## src/hdl/rtc_pkg.sv

```systemverilog
// Constants, register map and types for the serial real-time clock core.
// Assumes a 50 MHz system clock and a free-running 32.768 kHz oscillator pin.
package rtc_pkg;
	localparam int unsigned REG_COUNT = 16;
	localparam int unsigned ADDR_W    = 4;

	localparam logic [3:0] REG_CTRL1 = 4'h0;
	localparam logic [3:0] REG_CTRL2 = 4'h1;
	localparam logic [3:0] REG_SEC   = 4'h2;
	localparam logic [3:0] REG_YEAR  = 4'h8;
	localparam logic [3:0] REG_ALM   = 4'h9;
	localparam logic [3:0] REG_ALM_L = 4'hc;
	localparam logic [3:0] REG_OFFS  = 4'hd;
	localparam logic [3:0] REG_TMR   = 4'he;
	localparam logic [3:0] REG_CNTDN = 4'hf;

	// Implemented bits of each register, index is the address
	localparam logic [7:0] RD_MASK [REG_COUNT] = '{
		8'hb6, 8'hff, 8'hff, 8'h7f, 8'h3f, 8'h3f, 8'h07, 8'h1f,
		8'hff, 8'hff, 8'hbf, 8'hbf, 8'h87, 8'hff, 8'h7b, 8'hff};
	localparam logic [7:0] RST_VAL [REG_COUNT] = '{
		8'h00, 8'h00, 8'h80, 8'h00, 8'h00, 8'h01, 8'h00, 8'h01,
		8'h00, 8'h80, 8'h80, 8'h80, 8'h80, 8'h00, 8'h70, 8'h00};

	localparam int unsigned C1_STOP = 5;
	localparam int unsigned C2_MI   = 7;
	localparam int unsigned C2_SI   = 6;
	localparam int unsigned C2_MSF  = 5;
	localparam int unsigned C2_AF   = 3;
	localparam int unsigned C2_TF   = 2;
	localparam int unsigned C2_AIE  = 1;
	localparam int unsigned C2_TIE  = 0;
	localparam logic [7:0]  C2_FLAGS = 8'h2c;
	localparam int unsigned AE_BIT  = 7;
	localparam int unsigned OFS_MODE = 7;
	localparam int unsigned TMR_TE  = 3;
	localparam logic [2:0]  COF_OFF = 3'h7;

	localparam int unsigned CMD_RD_BIT = 7;
	localparam logic [2:0]  CMD_SUB    = 3'h1;

	localparam logic [7:0] BCD_59   = 8'h59;
	localparam logic [7:0] BCD_23   = 8'h23;
	localparam logic [7:0] BCD_12   = 8'h12;
	localparam logic [7:0] WDAY_MAX = 8'h06;

	localparam int unsigned CLK_HZ      = 50_000_000;
	localparam int unsigned SCL_MAX_BPS = 6_250_000;
	localparam int unsigned SCL_MIN_CYC = (CLK_HZ + SCL_MAX_BPS - 1) / SCL_MAX_BPS;

	localparam int unsigned OSC_HZ    = 32768;
	localparam int unsigned DIV_W     = 15;
	localparam logic [15:0] DIV_LAST  = 16'(OSC_HZ - 1);
	localparam int unsigned FAST_BITS = 3;
	localparam int unsigned SLOW_BITS = 9;

	typedef enum logic [1:0] {
		PH_IDLE = 2'b00,
		PH_CMD  = 2'b01,
		PH_DATA = 2'b11,
		PH_SKIP = 2'b10
	} phase_e;
endpackage

```

## src/hdl/time_base.sv

```systemverilog
// Oscillator synchroniser and divider: seconds, timer sources, clock taps.
// Assumes osc_i is a free-running 32.768 kHz wave unrelated to clk_i.
module time_base
	import rtc_pkg::*;
(
	input  wire logic             clk_i,
	input  wire logic             arst_n_i,
	input  wire logic             osc_i,
	input  wire logic             run_i,
	input  wire logic             adjust_i,
	input  wire logic [6:0]       offset_i,
	output logic      [DIV_W-1:0] div_o,
	output logic                  osc_lvl_o,
	output logic                  sec_o,
	output logic                  fast_o,
	output logic                  slow_o
);
	logic        osc_s1_ff, osc_s2_ff, osc_s3_ff;
	logic [15:0] div_ff;
	logic        sec_ff, fast_ff, slow_ff;
	wire         rise_w = osc_s2_ff && !osc_s3_ff;
	// Positive offset shortens the trimmed second, negative lengthens it
	wire  [15:0] last_w = adjust_i ? DIV_LAST - {{9{offset_i[6]}}, offset_i} : DIV_LAST;

	always_ff @(posedge clk_i or negedge arst_n_i) begin
		if (!arst_n_i) begin
			osc_s1_ff <= 1'b0;
			osc_s2_ff <= 1'b0;
			osc_s3_ff <= 1'b0;
			div_ff    <= '0;
			sec_ff    <= 1'b0;
			fast_ff   <= 1'b0;
			slow_ff   <= 1'b0;
		end else begin
			osc_s1_ff <= osc_i;
			osc_s2_ff <= osc_s1_ff;
			osc_s3_ff <= osc_s2_ff;
			sec_ff    <= run_i && rise_w && div_ff == last_w;
			fast_ff   <= rise_w && &div_ff[FAST_BITS-1:0];
			slow_ff   <= rise_w && &div_ff[SLOW_BITS-1:0];
			if (!run_i) begin
				div_ff <= '0;
			end else if (rise_w) begin
				div_ff <= (div_ff == last_w) ? '0 : div_ff + 16'h0001;
			end
		end
	end

	assign div_o     = div_ff[DIV_W-1:0];
	assign osc_lvl_o = osc_s3_ff;
	assign sec_o     = sec_ff;
	assign fast_o    = fast_ff;
	assign slow_o    = slow_ff;
endmodule

```

## src/hdl/serial_port.sv

```systemverilog
// Serial bus shifter: pin synchronisers, byte assembly and read-out shifting.
// Assumes the host samples SDO on rising SCL and shifts MSB first.
module serial_port
	import rtc_pkg::*;
(
	input  wire logic       clk_i,
	input  wire logic       arst_n_i,
	input  wire logic       ce_i,
	input  wire logic       scl_i,
	input  wire logic       sdi_i,
	input  wire logic       rd_en_i,
	input  wire logic [7:0] tx_i,
	output logic            active_o,
	output logic            byte_o,
	output logic      [7:0] rx_o,
	output logic            sdo_o,
	output logic            sdo_oe_n_o
);
	logic       ce_s1_ff, ce_s2_ff, scl_s1_ff, scl_s2_ff, scl_s3_ff, sdi_s1_ff, sdi_s2_ff;
	logic [2:0] cnt_ff;
	logic [7:0] rx_ff, tx_ff;
	logic       byte_ff, load_ff, fresh_ff, oe_n_ff;
	wire        rise_w = ce_s2_ff && scl_s2_ff && !scl_s3_ff;
	wire        fall_w = ce_s2_ff && !scl_s2_ff && scl_s3_ff;

	always_ff @(posedge clk_i or negedge arst_n_i) begin
		if (!arst_n_i) begin
			{ce_s1_ff, ce_s2_ff, scl_s1_ff, scl_s2_ff, scl_s3_ff} <= '0;
			{sdi_s1_ff, sdi_s2_ff, byte_ff, load_ff, fresh_ff}    <= '0;
			cnt_ff  <= '0;
			rx_ff   <= '0;
			tx_ff   <= '0;
			oe_n_ff <= 1'b1;
		end else begin
			ce_s1_ff  <= ce_i;
			ce_s2_ff  <= ce_s1_ff;
			scl_s1_ff <= scl_i;
			scl_s2_ff <= scl_s1_ff;
			scl_s3_ff <= scl_s2_ff;
			sdi_s1_ff <= sdi_i;
			sdi_s2_ff <= sdi_s1_ff;
			byte_ff   <= rise_w && cnt_ff == 3'h7;
			load_ff   <= byte_ff;
			oe_n_ff   <= !(ce_s2_ff && rd_en_i);
			if (!ce_s2_ff) begin
				cnt_ff <= '0;
			end else if (rise_w) begin
				cnt_ff <= cnt_ff + 3'h1;
				rx_ff  <= {rx_ff[6:0], sdi_s2_ff};
			end
			// First falling edge after a load keeps the MSB on the pin
			if (load_ff) begin
				tx_ff    <= tx_i;
				fresh_ff <= 1'b1;
			end else if (fall_w) begin
				fresh_ff <= 1'b0;
				if (!fresh_ff) begin
					tx_ff <= {tx_ff[6:0], 1'b0};
				end
			end
		end
	end

	assign active_o   = ce_s2_ff;
	assign byte_o     = byte_ff;
	assign rx_o       = rx_ff;
	assign sdo_o      = tx_ff[7];
	assign sdo_oe_n_o = oe_n_ff;
endmodule

```

## src/hdl/spi_rtc_register_core.sv

```systemverilog
// Real-time clock register core: map, BCD calendar, alarm, timers, outputs.
// Assumes a 50 MHz clk_i; all pin inputs are asynchronous to it.
module spi_rtc_register_core
	import rtc_pkg::*;
(
	input  wire logic clk_i,
	input  wire logic arst_n_i,
	input  wire logic ce_i,
	input  wire logic scl_i,
	input  wire logic sdi_i,
	input  wire logic osc_i,
	input  wire logic clkoe_i,
	output logic      sdo_o,
	output logic      sdo_oe_n_o,
	output logic      int_oe_n_o,
	output logic      clkout_oe_n_o
);
	logic [7:0]       reg_ff [REG_COUNT];
	logic [7:0]       cd_ff;
	logic [3:0]       addr_ff;
	logic             rd_ff, pend_ff, match_d_ff, clkoe_s1_ff, clkoe_s2_ff;
	logic             int_oe_n_ff, clkout_oe_n_ff;
	phase_e           phase_ff, nxt_phase;
	logic             active, byte_p, sec_p, fast_p, slow_p, osc_lvl;
	logic [7:0]       rx_byte;
	logic [DIV_W-1:0] div;
	logic [7:0]       rd_byte;
	logic             adjust;

	// BCD increment of a two-digit value
	function automatic logic [7:0] bcd_inc(input logic [7:0] v);
		bcd_inc = (v[3:0] == 4'h9) ? {v[7:4] + 4'h1, 4'h0} : {v[7:4], v[3:0] + 4'h1};
	endfunction

	// Last day of a BCD month, leap years every fourth BCD year
	function automatic logic [7:0] last_day(input logic [7:0] mon, input logic [7:0] yr);
		logic [1:0] y4;
		y4 = {yr[4], 1'b0} + yr[1:0];
		case (mon)
			8'h02:                      last_day = (y4 == 2'h0) ? 8'h29 : 8'h28;
			8'h04, 8'h06, 8'h09, 8'h11: last_day = 8'h30;
			default:                    last_day = 8'h31;
		endcase
	endfunction

	serial_port u_port (
		.clk_i      (clk_i),
		.arst_n_i   (arst_n_i),
		.ce_i       (ce_i),
		.scl_i      (scl_i),
		.sdi_i      (sdi_i),
		.rd_en_i    (rd_ff && phase_ff == PH_DATA),
		.tx_i       (rd_byte),
		.active_o   (active),
		.byte_o     (byte_p),
		.rx_o       (rx_byte),
		.sdo_o      (sdo_o),
		.sdo_oe_n_o (sdo_oe_n_o)
	);

	time_base u_base (
		.clk_i     (clk_i),
		.arst_n_i  (arst_n_i),
		.osc_i     (osc_i),
		.run_i     (!reg_ff[REG_CTRL1][C1_STOP]),
		.adjust_i  (adjust),
		.offset_i  (reg_ff[REG_OFFS][6:0]),
		.div_o     (div),
		.osc_lvl_o (osc_lvl),
		.sec_o     (sec_p),
		.fast_o    (fast_p),
		.slow_o    (slow_p)
	);

	// Access decode
	wire [7:0] ctrl2   = reg_ff[REG_CTRL2];
	wire [7:0] tmr     = reg_ff[REG_TMR];
	wire       wr_en   = byte_p && phase_ff == PH_DATA && !rd_ff;
	wire [7:0] wr_data = rx_byte & RD_MASK[addr_ff];
	wire [7:0] rd_raw  = (addr_ff == REG_CNTDN) ? cd_ff : reg_ff[addr_ff];
	assign rd_byte = rd_raw & RD_MASK[addr_ff];
	wire       freeze  = phase_ff != PH_IDLE;
	wire       tick    = (sec_p || pend_ff) && !freeze;

	// Calendar carries
	wire [7:0] sec   = reg_ff[REG_SEC];
	wire [7:0] mins  = reg_ff[4'h3];
	wire [7:0] hours = reg_ff[4'h4];
	wire [7:0] days  = reg_ff[4'h5];
	wire [7:0] wday  = reg_ff[4'h6];
	wire [7:0] mon   = reg_ff[4'h7];
	wire [7:0] year  = reg_ff[REG_YEAR];
	wire       c_min = tick && {1'b0, sec[6:0]} == BCD_59;
	wire       c_hr  = c_min && mins == BCD_59;
	wire       c_day = c_hr && hours == BCD_23;
	wire       c_mon = c_day && days == last_day(mon, year);
	wire       c_yr  = c_mon && mon == BCD_12;
	assign adjust = sec == 8'h00 && (reg_ff[REG_OFFS][OFS_MODE] || mins == 8'h00);

	// Alarm match, a field with its enable bit set is ignored
	wire m_min   = reg_ff[REG_ALM][AE_BIT] || reg_ff[REG_ALM][6:0] == mins[6:0];
	wire m_hr    = reg_ff[4'ha][AE_BIT] || reg_ff[4'ha][5:0] == hours[5:0];
	wire m_day   = reg_ff[4'hb][AE_BIT] || reg_ff[4'hb][5:0] == days[5:0];
	wire m_wday  = reg_ff[REG_ALM_L][AE_BIT] || reg_ff[REG_ALM_L][2:0] == wday[2:0];
	wire any_ae  = !(reg_ff[REG_ALM][AE_BIT] && reg_ff[4'ha][AE_BIT]
		&& reg_ff[4'hb][AE_BIT] && reg_ff[REG_ALM_L][AE_BIT]);
	wire match   = any_ae && m_min && m_hr && m_day && m_wday;
	wire alarm_hit = match && !match_d_ff;

	// Countdown source select
	logic src_tick;
	always_comb begin
		case (tmr[1:0])
			2'h0:    src_tick = fast_p;
			2'h1:    src_tick = slow_p;
			2'h2:    src_tick = tick;
			default: src_tick = c_min;
		endcase
	end
	wire cd_tick  = tmr[TMR_TE] && src_tick;
	wire cd_fire  = cd_tick && cd_ff == 8'h01;
	wire per_hit  = (ctrl2[C2_SI] && tick) || (ctrl2[C2_MI] && c_min);

	// Flag bits: host writes zero to clear, a new event wins
	wire [7:0] set_flags = {2'b00, per_hit, 1'b0, alarm_hit, cd_fire, 2'b00};
	wire [7:0] c2_base   = (wr_en && addr_ff == REG_CTRL2)
		? (wr_data & ~C2_FLAGS) | (wr_data & ctrl2 & C2_FLAGS) : ctrl2;
	wire [7:0] nxt_ctrl2 = c2_base | set_flags;
	wire       irq = (ctrl2[C2_AF] && ctrl2[C2_AIE]) || (ctrl2[C2_TF] && ctrl2[C2_TIE])
		|| ctrl2[C2_MSF];

	// Clock output tap
	logic clk_lvl;
	always_comb begin
		case (tmr[6:4])
			3'h0:    clk_lvl = osc_lvl;
			3'h1:    clk_lvl = div[0];
			3'h2:    clk_lvl = div[1];
			3'h3:    clk_lvl = div[2];
			3'h4:    clk_lvl = div[4];
			default: clk_lvl = div[DIV_W-1];
		endcase
	end
	wire clk_pull = clkoe_s2_ff && tmr[6:4] != COF_OFF && !clk_lvl;

	// Next values of the calendar counters
	logic [7:0] nxt_time [REG_SEC:REG_YEAR];
	wire  [7:0] sec_inc = bcd_inc(sec);
	assign nxt_time[REG_SEC] = c_min ? {sec[7], 7'h00} : {sec[7], sec_inc[6:0]};
	assign nxt_time[4'h3] = c_hr ? 8'h00 : bcd_inc(mins);
	assign nxt_time[4'h4] = c_day ? 8'h00 : bcd_inc(hours);
	assign nxt_time[4'h5] = c_mon ? 8'h01 : bcd_inc(days);
	assign nxt_time[4'h6] = (wday == WDAY_MAX) ? 8'h00 : bcd_inc(wday);
	assign nxt_time[4'h7] = c_yr ? 8'h01 : bcd_inc(mon);
	assign nxt_time[REG_YEAR] = (year == 8'h99) ? 8'h00 : bcd_inc(year);
	wire [REG_YEAR:REG_SEC] adv = {c_yr, c_mon, c_day, c_day, c_hr, c_min, tick};

	always_comb begin
		case (phase_ff)
			PH_IDLE: nxt_phase = active ? PH_CMD : PH_IDLE;
			PH_CMD:  nxt_phase = !active ? PH_IDLE : !byte_p ? PH_CMD
				: (rx_byte[6:4] == CMD_SUB) ? PH_DATA : PH_SKIP;
			PH_DATA: nxt_phase = active ? PH_DATA : PH_IDLE;
			PH_SKIP: nxt_phase = active ? PH_SKIP : PH_IDLE;
			default: nxt_phase = PH_IDLE;
		endcase
	end

	always_ff @(posedge clk_i or negedge arst_n_i) begin
		if (!arst_n_i) begin
			phase_ff <= PH_IDLE;
			addr_ff  <= '0;
			{rd_ff, pend_ff, match_d_ff, clkoe_s1_ff, clkoe_s2_ff} <= '0;
		end else begin
			phase_ff    <= nxt_phase;
			match_d_ff  <= match;
			clkoe_s1_ff <= clkoe_i;
			clkoe_s2_ff <= clkoe_s1_ff;
			pend_ff     <= (sec_p && freeze) || (pend_ff && freeze);
			if (byte_p && phase_ff == PH_CMD) begin
				addr_ff <= rx_byte[3:0];
				rd_ff   <= rx_byte[CMD_RD_BIT];
			end else if (byte_p && phase_ff == PH_DATA) begin
				addr_ff <= addr_ff + 4'h1;
			end
		end
	end

	always_ff @(posedge clk_i or negedge arst_n_i) begin
		if (!arst_n_i) begin
			for (int i = 0; i < REG_COUNT; i++) begin
				reg_ff[i] <= RST_VAL[i];
			end
			cd_ff <= '0;
		end else begin
			for (int i = 0; i < REG_COUNT; i++) begin
				if (wr_en && addr_ff == 4'(i)) begin
					reg_ff[i] <= wr_data;
				end
			end
			for (int i = REG_SEC; i <= REG_YEAR; i++) begin
				if (adv[i]) begin
					reg_ff[i] <= nxt_time[i];
				end
			end
			reg_ff[REG_CTRL2] <= nxt_ctrl2;
			if (wr_en && addr_ff == REG_CNTDN) begin
				cd_ff <= wr_data;
			end else if (cd_fire) begin
				cd_ff <= reg_ff[REG_CNTDN];
			end else if (cd_tick && cd_ff > 8'h01) begin
				cd_ff <= cd_ff - 8'h01;
			end
		end
	end

	always_ff @(posedge clk_i or negedge arst_n_i) begin
		if (!arst_n_i) begin
			int_oe_n_ff    <= 1'b1;
			clkout_oe_n_ff <= 1'b1;
		end else begin
			int_oe_n_ff    <= !irq;
			clkout_oe_n_ff <= !clk_pull;
		end
	end

	assign int_oe_n_o    = int_oe_n_ff;
	assign clkout_oe_n_o = clkout_oe_n_ff;
endmodule

```

## config.mk

```make
export PLATFORM = sky130hd
export DESIGN_NAME = spi_rtc_register_core
export DESIGN_NICKNAME = d
export VERILOG_FILES = /design/src/hdl/rtc_pkg.sv /design/src/hdl/time_base.sv /design/src/hdl/serial_port.sv /design/src/hdl/spi_rtc_register_core.sv
export SDC_FILE = /design/constraint.sdc
export NUM_CORES = 1
export LEC_CHECK = 0
export BUFFER_PORTS_ARGS = -buffer_cell sky130_fd_sc_hd__clkbuf_2
export CORE_MARGIN = 8
export CORE_UTILIZATION = 45
export CTS_CLUSTER_DIAMETER = 30
export CTS_CLUSTER_SIZE = 20
export DETAILED_ROUTE_END_ITERATION = 12
export PLACE_DENSITY_LB_ADDON = 0.1
export SLEW_MARGIN = 20
export SYNTH_ARGS = -nofsm -noshare
export SYNTH_HDL_FRONTEND = slang
export SYNTH_SLANG_ARGS = --single-unit
```

## constraint.sdc

```tcl
create_clock -name clk_i -period 5.05 [get_ports clk_i]
set_input_delay 0.7575 -clock clk_i [delete_from_list [all_inputs] [get_ports clk_i]]
set_output_delay 0.7575 -clock clk_i [all_outputs]
set_load 0.05 [all_outputs]
```

# Word level (Yosys, flattened, before mapping)
# Memories as Yosys holds them, arrays and structs flattened.
# Cells that the tools add are included.
dict set report word_totals {
  ff_bits 201
  rom_bits 128
  input_bits 7
  wordCells 319
  memories 1
}
# name words width read_ports rd_clocked_by_memory_dff wr line
set mem_list {}
lappend mem_list {{(no name shown)} 16 8 1 0 0 spi_rtc_register_core.sv:81} ;# assign rd_byte = rd_raw & RD_MASK[addr_ff];
dict set report classes {
  n_addsub 20
  n_lt_le_gt_ge 2
  n_eq_ne 61
  n_mux 62
  n_bitwise 7
  n_reduce_logical 111
}
# cell count
set op_table {}
lappend op_table {{8-bit 2-to-1 mux} 38}
lappend op_table {{16-bit 2-to-1 mux} 4}
lappend op_table {{4-bit equality test, second input constant} 15}
lappend op_table {{1-bit logical AND} 57}
lappend op_table {{4-bit by 1-bit adder with 4-bit output, second input constant} 14}
lappend op_table {{8-bit binary-select mux with 4-bit select} 1}
lappend op_table {{8-bit by 3-bit equality test with 1-bit output, second input constant} 3}
lappend op_table {{2-bit nonzero test} 11}
lappend op_table {{3-bit by 1-bit inequality test with 1-bit output, second input constant} 7}
lappend op_table {{2-bit AND reduction} 10}
lappend op_table {{16-bit by 1-bit adder with 16-bit output, second input constant} 1}
lappend op_table {{8-bit bitwise AND} 2}
lappend op_table {{16-bit equality test} 1}
lappend op_table {{4-bit by 3-bit equality test with 1-bit output, second input constant} 4}
lappend op_table {{8-bit by 5-bit equality test with 1-bit output, second input constant} 2}
lappend op_table {{8-bit zero test} 2}
lappend op_table {{8-bit by 6-bit OR with 8-bit output} 2}
lappend op_table {{15-bit by 16-bit subtractor with 16-bit output, first input constant} 1}
lappend op_table {{7-bit 2-to-1 mux} 2}
lappend op_table {{6-bit equality test} 2}
lappend op_table {{1-bit zero test} 12}
lappend op_table {{1-bit logical OR} 10}
lappend op_table {{5-bit one-hot mux with 2 select lines} 1}
lappend op_table {{9-bit AND reduction} 1}
lappend op_table {{41 further kinds} 60}

# Longest topological paths before layout
# Gate-level depths: netlist of the first run.
dict set report depth {
  depth_word 10
  mapped_depth 12
  ltp_nobuf 9
}

# Hierarchy
# A second synthesis of the first run with hierarchy kept.
dict set report hier_totals {
  cells_unflattened 1237
  area_unflattened_um2 11730.0
}
# mod instances cells_per_inst area_per_inst_um2 seq_area_each_um2
set modules_own_cells {}
lappend modules_own_cells {spi_rtc_register_core 1 1002 9161.3 3693.5}
lappend modules_own_cells {time_base 1 152 1440.1 550.5}
lappend modules_own_cells {serial_port 1 83 1128.6 752.0}

# Least setup slack after synthesis of the first run
# Ideal clock, no wire load.
dict set report synth_path {
  path_type {reg-to-reg}
  start {reg addr_ff[0]}
  end {reg reg_ff (netlist bit mon[3])}
  setup_ns 0.087
  arrival_ns 2.524
  setup_slack_ns 2.440
  path_stages_with_launch 12
  cell_sequence {dfrtp_1 buf_2 buf_2 buf_2 inv_1 ha_1 and2_1 o21ai_0 and2_1 nand2_1 clkbuf_1 o211ai_1}
}
dict set report synth_between {
  elab_chain_cells 7
  word_cells_on_any_way 10
  classes_between {1 x eq/ne; 4 x mux; 2 x bitwise; 2 x reduce/logical; 1 x memory}
}
# item line
set synth_rtl {}
lappend synth_rtl {{start: declaration} spi_rtc_register_core.sv:20} ;# logic [3:0] addr_ff;
lappend synth_rtl {{start signal: assignment} spi_rtc_register_core.sv:181} ;# addr_ff <= rx_byte[3:0];
lappend synth_rtl {{start signal: assignment} spi_rtc_register_core.sv:184} ;# addr_ff <= addr_ff + 4'h1;
lappend synth_rtl {{4-bit NOT with 5-bit output (not written as such)} spi_rtc_register_core.sv:79} ;# wire [7:0] wr_data = rx_byte & RD_MASK[addr_ff];
lappend synth_rtl {{memory read 16 x 8 bit} --}
lappend synth_rtl {{8-bit 2-to-1 mux (2 in series)} --}
lappend synth_rtl {{8-bit bitwise AND} spi_rtc_register_core.sv:79}
lappend synth_rtl {{8-bit 2-to-1 mux} spi_rtc_register_core.sv:197} ;# if (wr_en && addr_ff == 4'(i)) begin
lappend synth_rtl {{8-bit 2-to-1 mux} spi_rtc_register_core.sv:202} ;# if (adv[i]) begin
lappend synth_rtl {{end signal: indexed assignment} spi_rtc_register_core.sv:198} ;# reg_ff[i] <= wr_data;
lappend synth_rtl {{end signal: indexed assignment} spi_rtc_register_core.sv:203} ;# reg_ff[i] <= nxt_time[i];
lappend synth_rtl {{end signal: indexed assignment} spi_rtc_register_core.sv:206} ;# reg_ff[REG_CTRL2] <= nxt_ctrl2;
lappend synth_rtl {{end: declaration} spi_rtc_register_core.sv:18} ;# logic [7:0] reg_ff [REG_COUNT];
# Parallel ways exist; a longest one is shown, timed or not. The select of a mux whose other input is x is not followed.
# A chain may end at the register's enable or synchronous reset.

# Worst setup path in the final report of the first run
dict set report layout_path {
  start {reg reg_ff (netlist bit mins[0])}
  end {reg u_base.div_ff[13]}
}
dict set report layout_between {
  elab_chain_cells 8
}
# item line
set layout_rtl {}
lappend layout_rtl {{start signal: indexed assignment} spi_rtc_register_core.sv:192} ;# reg_ff[i] <= RST_VAL[i];
lappend layout_rtl {{start signal: indexed assignment} spi_rtc_register_core.sv:198}
lappend layout_rtl {{start signal: indexed assignment} spi_rtc_register_core.sv:203}
lappend layout_rtl {{8-bit zero test} spi_rtc_register_core.sv:98} ;# assign adjust = sec == 8'h00 && (reg_ff[REG_OFFS][OFS_MODE] || mins == 8'h00);
lappend layout_rtl {{1-bit logical OR} spi_rtc_register_core.sv:98}
lappend layout_rtl {{1-bit logical AND} spi_rtc_register_core.sv:98}
lappend layout_rtl {{16-bit 2-to-1 mux} time_base.sv:23} ;# wire [15:0] last_w = adjust_i ? DIV_LAST - {{9{offset_i[6]}}, offset_i} : DIV_LAST;
lappend layout_rtl {{16-bit equality test} time_base.sv:44} ;# div_ff <= (div_ff == last_w) ? '0 : div_ff + 16'h0001;
lappend layout_rtl {{16-bit 2-to-1 mux} time_base.sv:44}
lappend layout_rtl {{16-bit 2-to-1 mux} time_base.sv:43} ;# end else if (rise_w) begin
lappend layout_rtl {{16-bit 2-to-1 mux} time_base.sv:41} ;# if (!run_i) begin
lappend layout_rtl {{end signal: assignment} time_base.sv:44}
lappend layout_rtl {{end: declaration} time_base.sv:19} ;# logic [15:0] div_ff;
# No other way between the ends. The select of a mux whose other input is x is not followed.

==> flow_summary.json, run 1 <==
{
  "grt_pass1_wl_um": 52800,
  "grt_pass1_vias": 9149,
  "drt_iter0_markers": 863,
  "start_kind": "flip-flop",
  "tightest_slew_ps": 1120,
  "drv_cap": 0,
  "port_buffers": 10,
  "synth_edf_count": 0,
  "max_stage_delay_ps": 820,
  "vdd_drop_max_uv": 271,
  "area_growth_pct": 17.9,
  "initial_core_util": 0.459,
  "crit_fanout": 11,
  "critical_path_arrival_ps": 3710,
  "netlist_area_mm2": 0.0116,
  "worst-path-buf-inv": 1,
  "syn_avg_cell_area_um2": 9.67,
  "antenna_found_initial": 0,
  "avgViaCountPerCell": 5.99,
  "r2r-start": "mins[0]",
  "hold_buffers": 0,
  "max_freq_mhz": 307,
  "power.density_mw_per_mm2": 398,
  "drc": 0,
  "p_leak_nw": 5.84,
  "drive_gt1_frac": 0.159,
  "worst_skew_pair.late_latency_ps": 540,
  "yosys-top-cells-area": "dfrtp_1, mux4_2, o21ai_0",
  "yosys.cell_types.count": 82,
  "run_status": "finished, final reports clean",
  "clkTransAtPathRegs_ps": 50,
  "fin_crit_ps": 3260,
  "layout_commonest_cell": "dfrtp_1",
  "drtAntennaViolNets": 0,
  "synth_top_area_frac": 0.407,
  "post_cts_buffers": 0,
  "nets": 1249,
  "pin_count": 11,
  "multi_input_area_mm2": 0.00611,
  "fin_crit_sh": 0.645,
  "fin_skew_ps": 11.8,
  "fill_cells": 2189,
  "r2r_end": "u_base.div_ff[13]",
  "grt_usage": 0.215,
  "worstSetupPathType": "reg -> reg",
  "slowest_stage": "o2111ai_1",
  "crit_chain": "inv_1, ha_1, nor4bb_1, a21o_1, nand2_1, o2bb2ai_1, o2111ai_1, or4b_1, a31oi_1",
  "grt_max_degree": 117,
  "die_x_um": 176,
  "die_h_um": 176,
  "synth-seq-cells": 201,
  "relSlewSlack": 0.254,
  "layout_common_cells": "dfrtp_1, nand2_1, o21ai_0",
  "root_buffer": "clkbuf_16",
  "wirelength_um": 33000,
  "overflow": 0,
  "synth-warning-count": 0,
  "synthCells": 1196,
  "rsz0062_at_grt": "no",
  "num_antenna_cells": 0,
  "end_kind": "flip-flop",
  "cp.depth": 9,
  "ys.flop_type": "dfrtp_1",
  "core_area_mm2": 0.0252,
  "hold_class": "in -> async",
  "first_pass_iters": 5,
  "die_area_mm2": 0.0311,
  "synth_top_cell_by_area": "dfrtp_1",
  "finalSetupTns_ps": 0,
  "cts.htree.levels": 2,
  "r2r_slack_ps": 1790,
  "clk_path_buf_depth": 3,
  "rows": 58,
  "via_count": 9415,
  "hold_viol_final": 0,
  "finalSetupViolCount": 0,
  "ctsResizeCount": 0,
  "synth_seq_area_share": 0.436,
  "cp.required_ps": 5500,
  "cts_tree": "built",
  "synthesis.nets": 1245,
  "cts.sinks": 201,
  "reg2regPathDepth": 9,
  "crit_family": "compound AO/OA/AOI/OAI gates",
  "dp_hpwl_um": 22300,
  "cts_buffers": 51,
  "utilization": 0.542,
  "globalplace.congestion": 0.858,
  "wire_per_inst_um": 21.0,
  "synthArstFlopShare": 1.00,
  "seqCellArea_mm2": 0.00505,
  "report.final.slew_viol_count": 0
}
-- worst max-delay path by stage --
stage	startpoint	end	slack, ps
2_1_floorplan	addr_ff[0]	mon[3]	2440
3_3_place_gp	mins[5]	u_base.div_ff[13]	1950
3_5_place_dp	mins[0]	u_base.div_ff[13]	1850
4_1_cts	mins[0]	u_base.div_ff[13]	1850
5_1_grt	addr_ff[1]	hours[4]	1610
6_report	mins[0]	u_base.div_ff[13]	1790
-- cell usage after synthesis, types with 10 or more instances --
master    count
xnor2_1      17
nor2_1       81
nand4_1      10
mux4_2       37
o22ai_1      14
a21o_1       10
buf_2        11
xor2_1       11
a21oi_1      48
and2_1       17
a31oi_1      16
o21ai_0     133
mux2i_1      17
o21ai_1      11
nor4_1       10
dfstp_2      13
and3_1       10
ha_1         42
nor3_1       22
mux2_2       17
o221ai_1     12
nand3_1      47
inv_1        35
nand2_1     157
clkbuf_1     51
nand2b_1     13
dfrtp_1     188
-- flip-flops by register name, indices dropped and copies added, names as in the netlist, 2 cells and up --
signal and count:
reg_ff 56, u_base.div_ff 16, cd_ff 8, ctrl2 8
days 8, hours 8, mins 8, mon 8
sec 8, tmr 8, u_port.rx_o 8, u_port.tx_ff 8
wday 8, year 8, addr_ff 4, u_port.cnt_ff 3
phase_ff 2
-- kinds of logic (layout without fill, tap and decap cells) --
family	count (synthesis)	after routing	share of synthesized area
compound gates	325	325	0.176
buf+inv	103	149	0.0362
mux	72	72	0.106
flops	201	201	0.436
xor+xnor	28	28	0.0212
simple gates	425	425	0.179
fa+ha+maj	42	42	0.0454
-- per-stage QoR --
step           worst slack [ps]  std cells  power (mW)  cell area, µm²  hold WS, ps
2_1_floorplan              2440       1196        1.92           11600          331
3_3_place_gp               1950       1477        2.10           11800          332
3_5_place_dp               1850       1477        2.10           11800          335
4_1_cts                    1850       1572        5.48           13600          311
5_1_grt                    1610       1572        5.61           13600          308
6_report                   1790       1572        5.43           13600          278
-- power breakdown --
part	switching [mW]	internal [mW]	total, mW
sequential	0.0922	1.66	1.76
combinational	0.227	0.0934	0.321
clock	1.01	2.35	3.36
total	1.33	4.11	5.43
-- layer usage --
layer | track usage | wire, µm | up-vias
li1 | - | - | 4425
met1 | 0.310 | 15500 | 4638
met2 | 0.317 | 14400 | 293
met3 | 0.0455 | 2300 | 59
met4 | 0.0703 | 833 | 0
met5 | 0 | 0 | -
-- cell type report --
cell class | instances | area share
Clock buffer | 69 | 0.108
Multi-Input combinational cell | 892 | 0.448
Tap cell | 330 | 0.0303
Inverter | 35 | 0.00963
Sequential cell | 201 | 0.370
Clock inverter | 26 | 0.0245
Timing Repair Buffer | 19 | 0.00936
(Power assumes the default switching activity.)
==> inputs of run 2 (changes only) <==
Settings changed: ABC_AREA set to 1.
Clock period 5.05 ns to 3.3 ns, I/O delays scaled along.
==> flow_summary.json, run 2 <==
{
  "end_kind": "flip-flop",
  "hold_class": "in -> reg",
  "grt_usage": 0.230,
  "port_buffers": 10,
  "hold_viol_final": 0,
  "report.final.slew_viol_count": 0,
  "cp.required_ps": 3710,
  "worst-path-buf-inv": 2,
  "num_antenna_cells": 0,
  "grt_pass1_vias": 10800,
  "dp_hpwl_um": 27100,
  "tightest_slew_ps": 862,
  "synth_edf_count": 0,
  "pin_count": 11,
  "finalWorstSetupSlack_ps": 638,
  "ctsResizeCount": 0,
  "finalSetupViolCount": 0,
  "rsz0062_at_grt": "no",
  "die_h_um": 180,
  "netlist_area_mm2": 0.0121,
  "area_growth_pct": 20.8,
  "fin_crit_sh": 0.807,
  "vdd_drop_max_uv": 656,
  "post_cts_buffers": 0,
  "stdcell_area_mm2": 0.0146,
  "run_status": "finished, final reports clean",
  "slowest_stage": "dfrtp_1",
  "grt_max_degree": 72,
  "nets": 1724,
  "antenna_found_initial": 0,
  "fin_skew_ps": 33.2,
  "crit_family": "simple AND/OR/NAND/NOR gates",
  "utilization": 0.548,
  "final_cells": 2058,
  "fin_hold_ws_ps": 50.0,
  "avgViaCountPerCell": 5.41,
  "hold_buffers": 1,
  "dpl-instance-area_mm2": 0.0126,
  "syn_avg_cell_area_um2": 7.41,
  "synthCells": 1631,
  "cts.sinks": 201,
  "crit_fanout": 14,
  "reg_top3": "reg_ff: 56 flops, u_base.div_ff: 16 flops",
  "drc": 0,
  "max_stage_delay_ps": 400,
  "drv_cap": 0,
  "fin_crit_ps": 2660,
  "core_area_mm2": 0.0267,
  "p_leak_nw": 6.90,
  "synthTopCellsByCount": "nand2_1, o21ai_0, dfrtp_1",
  "synth.most_common_cell": "nand2_1",
  "worst_skew_pair.late_latency_ps": 550,
  "drive_gt1_frac": 0.111,
  "rows": 60,
  "layout_commonest_cell": "nand2_1",
  "worstSetupPathType": "reg -> reg",
  "cts_buffers": 52,
  "via_count": 11100,
  "wirelength_um": 37300,
  "grt_pass1_wl_um": 60400,
  "first_pass_iters": 9,
  "synth-seq-cells": 201,
  "drt_iter0_markers": 1036,
  "critical_path_arrival_ps": 3080,
  "dp.cells": 1961,
  "synthArstFlopShare": 1.00,
  "crit_chain": "nor2_2, o21ai_2, inv_2, nand2_2, nor2_8, inv_4, nor2_8, nand4_4, nand2_2, o21ai_1, nand2_1, nand2_1",
  "synth-warning-count": 0,
  "drtAntennaViolNets": 0,
  "top_register": "reg_ff",
  "yosys.cell_types.count": 53,
  "layout_common_cells": "nand2_1, o21ai_0, dfrtp_1",
  "relSlewSlack": 0.423,
  "r2r_slack_ps": 640,
  "start_kind": "flip-flop",
  "cts.htree.levels": 2,
  "synth_top_cell_by_area": "dfrtp_1",
  "initial_core_util": 0.453,
  "cts_tree": "built",
  "largest_register_ffs": 56,
  "overflow": 0,
  "power.density_mw_per_mm2": 608,
  "root_buffer": "clkbuf_16",
  "die_x_um": 180,
  "max_freq_mhz": 376,
  "power.total_mw": 8.88,
  "place_ws_ps": 689,
  "clkTransAtPathRegs_ps": 50,
  "synth_seq_area_share": 0.418,
  "yosys-top-cells-area": "dfrtp_1, nand2_1, o21ai_0",
  "synth_top_area_frac": 0.389,
  "wire_per_inst_um": 18.1,
  "finalSetupTns_ps": 0,
  "die_area_mm2": 0.0324,
  "clk_path_buf_depth": 3,
  "ys.flop_type": "dfrtp_1",
  "globalplace.congestion": 0.994,
  "synthesis.nets": 1680
}
==> run 2: area by class of cell <==
class,instances,area [µm²]
clock inverter,33,589
clock buffer,63,1430
sequential,201,5050
tap,341,427
timing repair buffer,37,278
inverter,200,753
fill,2505,12100
multi-input combinational,1183,6080
==> run 2: path summary, 6_finish.rpt <==
check,startpoint,end,cells past startpoint
worst max-delay path,phase_ff[1],year[6],12
worst min-delay path,sdi_i,u_port.sdi_s1_ff,1
worst max register to register,phase_ff[1],year[6],12
worst min register to register,u_port.ce_s1_ff,u_port.active_o,0
max in group asynchronous,arst_n_i,clkout_oe_n_o,3
min in group asynchronous,arst_n_i,mins[5],2
==> run 2: per-layer routing <==
metal / part of all wire / track usage / vias up
met2: 0.44 / 0.353 / 362
met5: 0 / 0 / -
met1: 0.47 / 0.321 / 5229
met3: 0.061 / 0.0379 / 82
met4: 0.032 / 0.0864 / 0
li1: - / - / 5463
==> run 2: kinds of logic (layout without fill, tap and decap cells) <==
logic type      after synthesis  after routing  synth area share
compound gates              372            372             0.169
simple gates                726            726             0.259
buf+inv                     247            333            0.0794
flops                       201            201             0.418
fa+ha+maj                    42             42            0.0435
xor+xnor                     43             43            0.0312
==> run 2: where the power goes <==
part	total [mW]	switching, mW	internal, mW
logic	0.461	0.330	0.131
clock network	5.80	1.58	4.22
registers	2.62	0.0728	2.55
==> inputs of run 3 (changes only) <==
Clock period 3.3 ns to 2.6 ns, I/O delays scaled along.
==> flow_summary.json, run 3 (synthesis gave the netlist of run 2 again) <==
{
  "run_status": "finished, final reports clean",
  "fin_crit_sh": 0.903,
  "hold_start": "u_port.ce_s1_ff",
  "crit_chain": "nor2_2, o21ai_2, nor2_1, nand2_1, inv_1, nand2_1, nor2_1, nand4_1, buf_4, nor2_4, nand2_1, a21oi_1",
  "relSlewSlack": 0.587,
  "nets": 1753,
  "largest_register_ffs": 56,
  "drc": 0,
  "start_kind": "flip-flop",
  "rsz0062_at_grt": "no",
  "path_common_cell": "nand2_1",
  "max_freq_mhz": 426,
  "die_x_um": 180,
  "first_pass_iters": 5,
  "die_area_mm2": 0.0324,
  "drt_iter0_markers": 981,
  "cts_tree": "built",
  "critical_path_arrival_ps": 2820,
  "cp.required_ps": 3070,
  "max_stage_delay_ps": 410,
  "worst-path-buf-inv": 2,
  "worst_skew_pair.late_latency_ps": 570,
  "cts.sinks": 201,
  "dp.cells": 1982,
  "cts_buffers": 54,
  "globalplace.congestion": 0.952,
  "pin_count": 11,
  "cts.htree.levels": 2,
  "top_register": "reg_ff",
  "via_count": 11300,
  "stdcell_area_mm2": 0.0148,
  "avgViaCountPerCell": 5.40,
  "finalSetupViolCount": 0,
  "initial_core_util": 0.453,
  "power.density_mw_per_mm2": 734,
  "slowest_stage": "dfrtp_1",
  "num_antenna_cells": 0,
  "power.total_mw": 10.8,
  "finalSetupTns_ps": 0,
  "r2r-start": "phase_ff[1]",
  "crit_family": "simple AND/OR/NAND/NOR gates",
  "tightest_slew_ps": 620,
  "drive_gt1_frac": 0.125,
  "hold_viol_final": 0,
  "die_h_um": 180,
  "crit_fanout": 8,
  "fin_crit_ps": 2350,
  "wirelength_um": 37500,
  "grt_max_degree": 68,
  "clk_path_buf_depth": 3,
  "dp_hpwl_um": 27100,
  "fin_skew_ps": 21.8,
  "wire_per_inst_um": 18.0,
  "layout_common_cells": "nand2_1, o21ai_0, dfrtp_1",
  "vdd_drop_max_uv": 598,
  "hold_class": "reg -> reg",
  "report.final.slew_viol_count": 0,
  "worstSetupPathType": "reg -> reg",
  "drtAntennaViolNets": 0,
  "overflow": 0,
  "drv_cap": 0,
  "grt_usage": 0.231,
  "p_leak_nw": 6.97,
  "core_area_mm2": 0.0267,
  "worstSetupStartpoint": "phase_ff[1]",
  "grt_pass1_wl_um": 60500,
  "final_cells": 2091,
  "rows": 60,
  "port_buffers": 10,
  "reg_top3": "reg_ff: 56 flops, u_base.div_ff: 16 flops",
  "end_kind": "flip-flop",
  "area_growth_pct": 22.2,
  "root_buffer": "clkbuf_16",
  "clkTransAtPathRegs_ps": 40,
  "grt_pass1_vias": 10900,
  "antenna_found_initial": 0,
  "layout_commonest_cell": "nand2_1",
  "dpl-instance-area_mm2": 0.0128
}
-- run 3: repair_timing --
action,4_1_cts,5_1_grt
hold endpoints to repair,61,0
setup endpoints to repair,0,10
hold buffers,6,0
gates resized for setup,0,5
setup buffers,0,1
-- run 3: final timing paths --
| path | to | depth (start not counted) | slack, ps |
|---|---|---|---|
| setup reg to reg | year[0] | 12 | 250 |
| hold reg to reg | u_port.active_o | 0 | 340 |
| hold / removal | u_port.active_o | 0 | 340 |
| min in group asynchronous | ctrl2[0] | 2 | 390 |
| max in group asynchronous | u_port.sdo_oe_n_o | 3 | 1470 |
| setup / recovery | year[0] | 12 | 250 |
-- run 3: power breakdown --
group,switching (mW),internal [mW]
sequential,0.0793,3.23
clock,2.09,4.79
combinational,0.447,0.193
total,2.62,8.22
-- run 3: final cells by class --
cell class / count / area (µm²)
fillers: 2499 / 11900
clock inverters: 35 / 438
clock buffers: 67 / 1470
multi-input cells: 1183 / 6090
flip-flops and latches: 201 / 5050
well taps: 341 / 427
repair buffers: 64 / 531
inverters: 200 / 757
-- run 3: per-layer routing --
layer  wire, µm  global-route usage  up-vias  part of all wire
met5          0                   0        -                 0
met4        958              0.0774        0             0.026
met3       2570              0.0397       74             0.069
met2      16800               0.362      403              0.45
met1      17200               0.320     5291              0.46
li1           -                   -     5532                 -
-- run 3: through the flow --
step | utilization | hold slack [ps] | worst slack (ps)
final | 0.554 | 343 | 253
after global routing | 0.554 | 348 | 25.4
after CTS | 0.553 | 346 | 189
after detailed placement | 0.479 | 336 | 201
after global placement | 0.479 | 333 | 234
after floorplan | - | 94.4 | 335
